### config.mk
export PLATFORM = sky130hd
export DESIGN_NAME = data_pointer_address_unit
export DESIGN_NICKNAME = d
export VERILOG_FILES = /design/src/dptr_pkg.sv /design/src/data_pointer_address_unit.sv /design/src/ptr_field_step.sv
export SDC_FILE = /design/constraint.sdc
export NUM_CORES = 1
export LEC_CHECK = 0
export ABC_AREA = 1
export CORE_ASPECT_RATIO = 1.2
export CORE_UTILIZATION = 35
export CTS_BUF_LIST = sky130_fd_sc_hd__clkbuf_4
export DETAILED_ROUTE_END_ITERATION = 10
export DONT_BUFFER_PORTS = 1
export PLACE_DENSITY = 0.52
export SLEW_MARGIN = 40
export SYNTH_ARGS = -nofsm -noshare
export SYNTH_HDL_FRONTEND = slang
export SYNTH_HIERARCHICAL = 1
export SYNTH_SLANG_ARGS = --single-unit
### constraint.sdc
create_clock -name ref_clk -period 6 [get_ports ref_clk]
set_input_delay 1.2 -clock ref_clk [delete_from_list [all_inputs] [get_ports ref_clk]]
set_output_delay 1.2 -clock ref_clk [all_outputs]
set_load 0.01 [all_outputs]
### src/dptr_pkg.sv
package dptr_pkg;

  // ------------------------------------------------------------
  // register addressing (module specifier, subindex)
  // ------------------------------------------------------------
  localparam logic [3:0] MOD_PTRCTL   = 4'hE;   // pointer control module
  localparam logic [3:0] MOD_DPTR     = 4'hF;   // data pointer module
  localparam logic [3:0] MOD_DISCARD  = 4'h6;   // discard destination module
  localparam logic [3:0] IDX_OFFSET   = 4'h3;   // in MOD_PTRCTL
  localparam logic [3:0] IDX_CTRL     = 4'h4;   // in MOD_PTRCTL
  localparam logic [3:0] IDX_BASE     = 4'h7;   // in MOD_PTRCTL
  localparam logic [3:0] IDX_FRAME    = 4'hB;   // in MOD_PTRCTL, read only
  localparam logic [3:0] IDX_FIRST    = 4'h3;   // in MOD_DPTR
  localparam logic [3:0] IDX_SECOND   = 4'h7;   // in MOD_DPTR
  localparam logic [3:0] IDX_DISCARD  = 4'h7;   // in MOD_DISCARD

  // ------------------------------------------------------------
  // control register fields and reset values
  // ------------------------------------------------------------
  localparam int         SEL_LSB      = 0;
  localparam int         SEL_MSB      = 1;
  localparam int         WBS_FIRST    = 2;
  localparam int         WBS_SECOND   = 3;
  localparam int         WBS_FRAME    = 4;
  localparam logic [1:0] SEL_FIRST    = 2'h0;
  localparam logic [1:0] SEL_SECOND   = 2'h1;
  localparam logic [1:0] SEL_FRAME    = 2'h2;
  localparam logic [4:0] CTRL_RESET   = 5'h00;
  localparam logic [16:0] PTR_RESET   = 17'h00000;
  localparam logic [8:0] OFS_RESET    = 9'h000;

  // ------------------------------------------------------------
  // pointer access operations and source selection
  // ------------------------------------------------------------
  typedef enum logic [1:0] {
    MOD_NONE = 2'h0,
    MOD_INC  = 2'h1,
    MOD_DEC  = 2'h2
  } modify_e;

  typedef enum logic [1:0] {
    PTR_FIRST  = 2'h0,
    PTR_SECOND = 2'h1,
    PTR_FRAME  = 2'h2
  } ptr_e;

endpackage

### src/data_pointer_address_unit.sv
`timescale 1ns/1ns
module data_pointer_address_unit (
  // clock and reset
  input  wire logic        ref_clk,
  input  wire logic        reset,
  // register port: addr = {module, subindex}
  input  wire logic [7:0]  reg_addr,
  input  wire logic [15:0] reg_wdata,
  input  wire logic        reg_wr,
  input  wire logic        reg_rd,
  output logic [15:0]      reg_rdata,
  output logic             reg_hit,
  // indirect memory access from the decoder
  input  wire logic        mem_rd,
  input  wire logic        mem_wr,
  input  wire logic [1:0]  mem_ptr,
  input  wire logic [1:0]  mem_op,
  input  wire logic        code_fetch_hit,
  // shared data memory port
  output logic [16:0]      dmem_addr,
  output logic             dmem_word,
  output logic             dmem_rd,
  output logic             dmem_wr,
  // pointer state
  output logic [1:0]       source_pointer_select,
  output logic             source_valid
);

  // ------------------------------------------------------------
  // state
  // ------------------------------------------------------------
  logic [16:0] first_data_pointer_q;
  logic [16:0] second_data_pointer_q;
  logic [16:0] frame_base_register_q;
  logic [8:0]  frame_offset_q;
  logic [2:0]  wbs_q;           // frame, second, first
  logic [1:0]  sel_q;
  logic        valid_q;

  // ------------------------------------------------------------
  // decode
  // ------------------------------------------------------------
  function automatic logic is_reg(input logic [7:0] a, input logic [3:0] m, input logic [3:0] i);
    is_reg = (a[7:4] == m) && (a[3:0] == i);
  endfunction

  // widen an external 16-bit value into the mode field of a stored pointer
  function automatic logic [16:0] load16(input logic [16:0] old, input logic [15:0] v, input logic wm);
    load16 = wm ? {v, old[0]} : {old[16], v};
  endfunction

  logic wr_first, wr_second, wr_base, wr_ofs, wr_ctrl, wr_discard;
  logic rd_known;

  always_comb begin
    wr_first   = reg_wr && is_reg(reg_addr, dptr_pkg::MOD_DPTR, dptr_pkg::IDX_FIRST);
    wr_second  = reg_wr && is_reg(reg_addr, dptr_pkg::MOD_DPTR, dptr_pkg::IDX_SECOND);
    wr_base    = reg_wr && is_reg(reg_addr, dptr_pkg::MOD_PTRCTL, dptr_pkg::IDX_BASE);
    wr_ofs     = reg_wr && is_reg(reg_addr, dptr_pkg::MOD_PTRCTL, dptr_pkg::IDX_OFFSET);
    wr_ctrl    = reg_wr && is_reg(reg_addr, dptr_pkg::MOD_PTRCTL, dptr_pkg::IDX_CTRL);
    wr_discard = reg_wr && is_reg(reg_addr, dptr_pkg::MOD_DISCARD, dptr_pkg::IDX_DISCARD);
    rd_known   = is_reg(reg_addr, dptr_pkg::MOD_DPTR, dptr_pkg::IDX_FIRST)
              || is_reg(reg_addr, dptr_pkg::MOD_DPTR, dptr_pkg::IDX_SECOND)
              || is_reg(reg_addr, dptr_pkg::MOD_PTRCTL, dptr_pkg::IDX_BASE)
              || is_reg(reg_addr, dptr_pkg::MOD_PTRCTL, dptr_pkg::IDX_OFFSET)
              || is_reg(reg_addr, dptr_pkg::MOD_PTRCTL, dptr_pkg::IDX_CTRL)
              || is_reg(reg_addr, dptr_pkg::MOD_PTRCTL, dptr_pkg::IDX_FRAME);
  end

  // ------------------------------------------------------------
  // field stepping and views, one instance per pointer register; the frame base one only gives its view
  // ------------------------------------------------------------
  logic [1:0]  op_first, op_second, op_frame;
  logic [16:0] step_first, step_second;
  logic [8:0]  step_ofs;
  logic [15:0] view_first, view_second, view_base;
  logic [7:0]  view_ofs;
  logic        mem_any;
  logic [1:0]  acc_ptr;

  // reads go through the active source pointer, writes through the one they name;
  // only that pointer steps, the frame base has none
  always_comb begin
    mem_any   = mem_rd || mem_wr;
    acc_ptr   = mem_wr ? mem_ptr : (sel_q[1] ? dptr_pkg::PTR_FRAME : sel_q);
    op_first  = (mem_any && acc_ptr == dptr_pkg::PTR_FIRST)  ? mem_op : dptr_pkg::MOD_NONE;
    op_second = (mem_any && acc_ptr == dptr_pkg::PTR_SECOND) ? mem_op : dptr_pkg::MOD_NONE;
    op_frame  = (mem_any && acc_ptr == dptr_pkg::PTR_FRAME)  ? mem_op : dptr_pkg::MOD_NONE;
  end

  ptr_field_step #(.W(16)) u_step_first (
    .ptr       (first_data_pointer_q),
    .word_mode (wbs_q[0]),
    .op        (op_first),
    .stepped   (step_first),
    .view      (view_first)
  );

  ptr_field_step #(.W(16)) u_step_second (
    .ptr       (second_data_pointer_q),
    .word_mode (wbs_q[1]),
    .op        (op_second),
    .stepped   (step_second),
    .view      (view_second)
  );

  ptr_field_step #(.W(8)) u_step_ofs (
    .ptr       (frame_offset_q),
    .word_mode (wbs_q[2]),
    .op        (op_frame),
    .stepped   (step_ofs),
    .view      (view_ofs)
  );

  ptr_field_step #(.W(16)) u_view_base (
    .ptr       (frame_base_register_q),
    .word_mode (wbs_q[2]),
    .op        (dptr_pkg::MOD_NONE),
    .stepped   (),
    .view      (view_base)
  );

  // ------------------------------------------------------------
  // pointer registers
  // ------------------------------------------------------------
  // register writes load the mode field; spare bit kept, so mode swaps alter no stored bit but change the field that reads see
  always_ff @(posedge ref_clk or posedge reset) begin
    if (reset) begin
      first_data_pointer_q  <= dptr_pkg::PTR_RESET;
      second_data_pointer_q <= dptr_pkg::PTR_RESET;
      frame_base_register_q <= dptr_pkg::PTR_RESET;
      frame_offset_q        <= dptr_pkg::OFS_RESET;
    end else begin
      if (wr_first) begin
        first_data_pointer_q <= load16(first_data_pointer_q, reg_wdata, wbs_q[0]);
      end else begin
        first_data_pointer_q <= step_first;
      end
      if (wr_second) begin
        second_data_pointer_q <= load16(second_data_pointer_q, reg_wdata, wbs_q[1]);
      end else begin
        second_data_pointer_q <= step_second;
      end
      if (wr_base) begin
        frame_base_register_q <= load16(frame_base_register_q, reg_wdata, wbs_q[2]);
      end
      if (wr_ofs) begin
        frame_offset_q <= wbs_q[2] ? {reg_wdata[7:0], frame_offset_q[0]}
                                   : {frame_offset_q[8], reg_wdata[7:0]};
      end else begin
        frame_offset_q <= step_ofs;
      end
    end
  end

  // ------------------------------------------------------------
  // mode bits and active source selection
  // ------------------------------------------------------------
  always_ff @(posedge ref_clk or posedge reset) begin
    if (reset) begin
      wbs_q <= dptr_pkg::CTRL_RESET[dptr_pkg::WBS_FRAME:dptr_pkg::WBS_FIRST];
    end else if (wr_ctrl) begin
      wbs_q <= reg_wdata[dptr_pkg::WBS_FRAME:dptr_pkg::WBS_FIRST];
    end
  end

  // later lines win: a memory write in the same cycle as a register write takes over
  always_ff @(posedge ref_clk or posedge reset) begin
    if (reset) begin
      sel_q <= dptr_pkg::CTRL_RESET[dptr_pkg::SEL_MSB:dptr_pkg::SEL_LSB];
    end else begin
      if (wr_ctrl) begin
        sel_q <= reg_wdata[dptr_pkg::SEL_MSB:dptr_pkg::SEL_LSB];
      end
      if (wr_first) begin
        sel_q <= dptr_pkg::SEL_FIRST;
      end
      if (wr_second) begin
        sel_q <= dptr_pkg::SEL_SECOND;
      end
      if (wr_base || wr_ofs) begin
        sel_q <= dptr_pkg::SEL_FRAME;
      end
      if (mem_wr) begin
        sel_q <= mem_ptr;
      end
    end
  end

  // a code fetch from the selected memory drops the selection until reselected
  always_ff @(posedge ref_clk or posedge reset) begin
    if (reset) begin
      valid_q <= 1'b1;
    end else if (wr_ctrl || wr_first || wr_second || wr_base || wr_ofs || mem_wr) begin
      valid_q <= 1'b1;
    end else if (code_fetch_hit) begin
      valid_q <= 1'b0;
    end
  end

  // ------------------------------------------------------------
  // shared memory port
  // ------------------------------------------------------------
  logic [16:0] old_addr;
  logic [16:0] new_addr;
  logic        acc_word;
  logic [16:0] frame_sum;

  // frame address is base plus the offset field, scaled into the same layout
  function automatic logic [16:0] frame_addr(input logic [16:0] b, input logic [8:0] o, input logic wm);
    frame_addr = wm ? {(b[16:1] + {8'h00, o[8:1]}), b[0]} : {b[16], (b[15:0] + {8'h00, o[7:0]})};
  endfunction

  always_comb begin
    unique case (acc_ptr)
      dptr_pkg::PTR_SECOND: begin
        old_addr = second_data_pointer_q;
        new_addr = step_second;
        acc_word = wbs_q[1];
      end
      dptr_pkg::PTR_FRAME: begin
        old_addr = frame_addr(frame_base_register_q, frame_offset_q, wbs_q[2]);
        new_addr = frame_addr(frame_base_register_q, step_ofs, wbs_q[2]);
        acc_word = wbs_q[2];
      end
      default: begin
        old_addr = first_data_pointer_q;
        new_addr = step_first;
        acc_word = wbs_q[0];
      end
    endcase
    frame_sum = frame_addr(frame_base_register_q, frame_offset_q, wbs_q[2]);
  end

  // writes use the stepped address, reads the address before the step
  always_ff @(posedge ref_clk or posedge reset) begin
    if (reset) begin
      dmem_addr <= dptr_pkg::PTR_RESET;
      dmem_word <= 1'b0;
      dmem_rd   <= 1'b0;
      dmem_wr   <= 1'b0;
    end else begin
      dmem_rd <= mem_rd && !mem_wr;
      dmem_wr <= mem_wr;
      if (mem_wr) begin
        dmem_addr <= new_addr;
        dmem_word <= acc_word;
      end else if (mem_rd) begin
        dmem_addr <= old_addr;
        dmem_word <= acc_word;
      end
    end
  end

  // ------------------------------------------------------------
  // register read port
  // ------------------------------------------------------------
  logic [15:0] rd_val;

  always_comb begin
    rd_val = 16'h0000;
    if (is_reg(reg_addr, dptr_pkg::MOD_DPTR, dptr_pkg::IDX_FIRST)) begin
      rd_val = view_first;
    end else if (is_reg(reg_addr, dptr_pkg::MOD_DPTR, dptr_pkg::IDX_SECOND)) begin
      rd_val = view_second;
    end else if (is_reg(reg_addr, dptr_pkg::MOD_PTRCTL, dptr_pkg::IDX_BASE)) begin
      rd_val = view_base;
    end else if (is_reg(reg_addr, dptr_pkg::MOD_PTRCTL, dptr_pkg::IDX_OFFSET)) begin
      rd_val = {8'h00, view_ofs};
    end else if (is_reg(reg_addr, dptr_pkg::MOD_PTRCTL, dptr_pkg::IDX_CTRL)) begin
      rd_val = {11'h000, wbs_q, sel_q};
    end else if (is_reg(reg_addr, dptr_pkg::MOD_PTRCTL, dptr_pkg::IDX_FRAME)) begin
      rd_val = wbs_q[2] ? frame_sum[16:1] : frame_sum[15:0];
    end
  end

  // read data stands only in the cycle after the strobe
  always_ff @(posedge ref_clk or posedge reset) begin
    if (reset) begin
      reg_rdata <= 16'h0000;
      reg_hit   <= 1'b0;
    end else begin
      reg_rdata <= reg_rd ? rd_val : 16'h0000;
      reg_hit   <= reg_rd && rd_known;
    end
  end

  // ------------------------------------------------------------
  // state outputs
  // ------------------------------------------------------------
  always_ff @(posedge ref_clk or posedge reset) begin
    if (reset) begin
      source_pointer_select <= dptr_pkg::CTRL_RESET[dptr_pkg::SEL_MSB:dptr_pkg::SEL_LSB];
      source_valid          <= 1'b1;
    end else begin
      source_pointer_select <= sel_q;
      source_valid          <= valid_q;
    end
  end

  // wr_discard is decoded only so the write is recognised and swallowed
  logic discard_seen;
  assign discard_seen = wr_discard;

endmodule

### src/ptr_field_step.sv
`timescale 1ns/1ns
// ------------------------------------------------------------
// field-limited pointer step and field view
// ------------------------------------------------------------
// works on a pointer of W+1 internal bits; word mode uses [W:1], byte [W-1:0]
module ptr_field_step #(
  parameter int W = 16
) (
  // pointer and mode
  input  wire logic [W:0]   ptr,
  input  wire logic         word_mode,
  input  wire logic [1:0]   op,
  // results
  output logic [W:0]        stepped,
  output logic [W-1:0]      view
);

  logic [W-1:0] field;
  logic [W-1:0] next_field;

  // the field alone wraps, the spare bit never takes a carry
  always_comb begin
    field = word_mode ? ptr[W:1] : ptr[W-1:0];
    unique case (op)
      dptr_pkg::MOD_INC: next_field = field + 1'b1;
      dptr_pkg::MOD_DEC: next_field = field - 1'b1;
      default:           next_field = field;
    endcase
    stepped = word_mode ? {next_field, ptr[0]} : {ptr[W], next_field};
    view    = field;
  end

endmodule

==> run metrics <==
status finished, final reports clean; Peak VDD IR 154 µV; chip width 171 µm; vias in the first global route between 10000 and 15000; max_slew headroom between 40 and 50%; Worst Setup SP mem_wr; Setup-failing EPs final 0; period utilisation layout 85.3%; # IOs 75; first drt pass iteration count 5; final slew viol count 0; Clk Tree Root Cell clkbuf_4; Fillers 3772; final hold vios 0; most frequent cells in the layout nand2_1, nand3_1, inv_1; CTS tree built; CORE AREA 0.0334 mm²; placed cell count 2407; gr ovfl total 0; Die Footprint 0.0350 mm²; clock latency at the later pin of the worst-skew pair 0.60 ns; Leak Pwr 0.00664 µW; Largest stage delay, worst path ~0.42 ns; pin count of the biggest net entering global routing 57; Clock Sinks ~110; Buf+Inv Stages, Crit Path 2; Startpoint Class primary input; minimum clock period 5.12 ns; Worst Path Max Fanout 10; wire length per cell 20.4 µm; Slew @ Worst Pin 0.828 ns; fmax 0.195 GHz; Worst EP required 6.47 ns; final net count 2068; cell family with most CP delay simple AND/OR/NAND/NOR gates; overall global routing resource usage 29.0%; Post-CTS Hold Buffers 0; worst endpoint data arrival time between 5 and 6 ns; fraction of layout cells with a size suffix above 1 5.02%; Core Rows 73; Initial Util 35.8%; Placement Setup Slack 0.430 ns; area delta synth->final 3.93%; r2r worst-path depth 26; Setup TNS Final 0 ns; PortBufs 0; antenna viol nets, final 0; Reg clk slew, reported paths 0.17 ns; Final GP Congestion 0.929; syn_nets 2117; CTS max path bufs 2; DR DRC count 0; Post-DP HPWL around 40000 µm; syn avg cell area 5.94 µm²; Post-Syn Area ~0.012 mm²; first-pass GRT wire length 75700 µm; Max-Cap Viols 0; worst hold slack 0.379 ns; post_cts resized 0; DR vias/cell between 5 and 6; Critical R2R Launch sel_q[1]; drt initial violations 1173; final wirelength 49400 µm; r2r setup slk 1.14 ns; Num CTS Buffers 9; Final WS setup 0.883 ns; Synth warnings 6; power per cell area approximately 360 mW/mm²; setup repair bufs after CTS 0; unrepaired setup endpoints after global routing false; initial antenna violation count 1; htree depth 3; DIE HEIGHT ~200 µm; slowest CP cell ha_1; commonest non-fill, non-tap cell in the layout nand2_1; Worst Setup Path Type in2reg; min-delay worst type reg2reg; via count 13300; Critical Path Sink dmem_addr[11]; hold depth 0; Mapped Cells between 2000 and 2500; Clock Skew 0.0309 ns; Setup crit end kind flop; stages on the worst setup path 26; Critical R2R Capture dmem_addr[11]; CP dominant cell by count nand2_1; Finished Layout Cells 2424
==> final cells by class <==
cell class	instances	area [µm²]	share of cell area [%]
clock buffers	9	67.6	0.543
clock inverters	7	93.8	0.754
well taps	450	563	4.52
multi-input cells	1583	7980	64.1
inverters	250	948	7.62
diodes	1	2.50	0.0201
flip-flops and latches	106	2660	21.3
repair buffers	18	135	1.09
==> report_power, final <==
group / switching (µW) / total, µW / leakage (µW) / internal, µW
sequential: 252 / 1160 / 0.00131 / 913
clock: 305 / 473 / 0.0000819 / 167
combinational: 1890 / 2790 / 0.00525 / 905
==> sequential cells by signal, summed over array words and instances (netlist names) <==
register	count
dmem_addr	17
first_data_pointer_q	17
frame_base_register_q	17
second_data_pointer_q	17
reg_rdata	16
frame_offset_q	9
wbs_q	3
sel_q	2
source_pointer_select	2
dmem_rd	1
dmem_word	1
dmem_wr	1
reg_hit	1
source_valid	1
valid_q	1
==> metal layers <==
| metal | GRT usage, % | part of all wire (%) | vias up | wire length [µm] |
|---|---|---|---|---|
| met5 | 0 | 0 | - | 0 |
| met4 | 10.1 | 3.1 | 0 | 1540 |
| met3 | 4.60 | 6.2 | 64 | 3060 |
| met2 | 49.2 | 48 | 436 | 23500 |
| met1 | 37.0 | 43 | 6300 | 21200 |
| li1 | - | - | 6486 | - |
==> worst reg2reg max path, delay by kind of cell, from the launching register on <==
| family | cells | cell delay [ns] |
|---|---|---|
| AOI/OAI and AO/OA | 4 | 0.73 |
| xor gates and xnor gates | 1 | 0.15 |
| adders and majority gates | 4 | 1.36 |
| buffers and inverters | 2 | 0.21 |
| DFF | 1 | 0.41 |
| and+or+nand+nor | 15 | 1.92 |
==> worst min path at each step <==
stage                     slack [ns]            to  startpoint
final                           0.38  source_valid     valid_q
after detailed placement        0.36  source_valid     valid_q
after global routing            0.40  source_valid     valid_q
after global placement          0.36  source_valid     valid_q
after floorplan                 0.35  source_valid     valid_q
after CTS                       0.38  source_valid     valid_q
==> metrics by stage <==
stage | utilization [%] | power [µW] | instance area [µm²]
after global placement | 36.7 | 3900 | 12300
after floorplan | - | 3100 | 12000
after global routing | 37.2 | 4800 | 12400
after detailed placement | 36.7 | 3900 | 12300
final | 37.2 | 4430 | 12400
after CTS | 37.2 | 4380 | 12400
No activity file was read; power rests on OpenSTA's default activity.
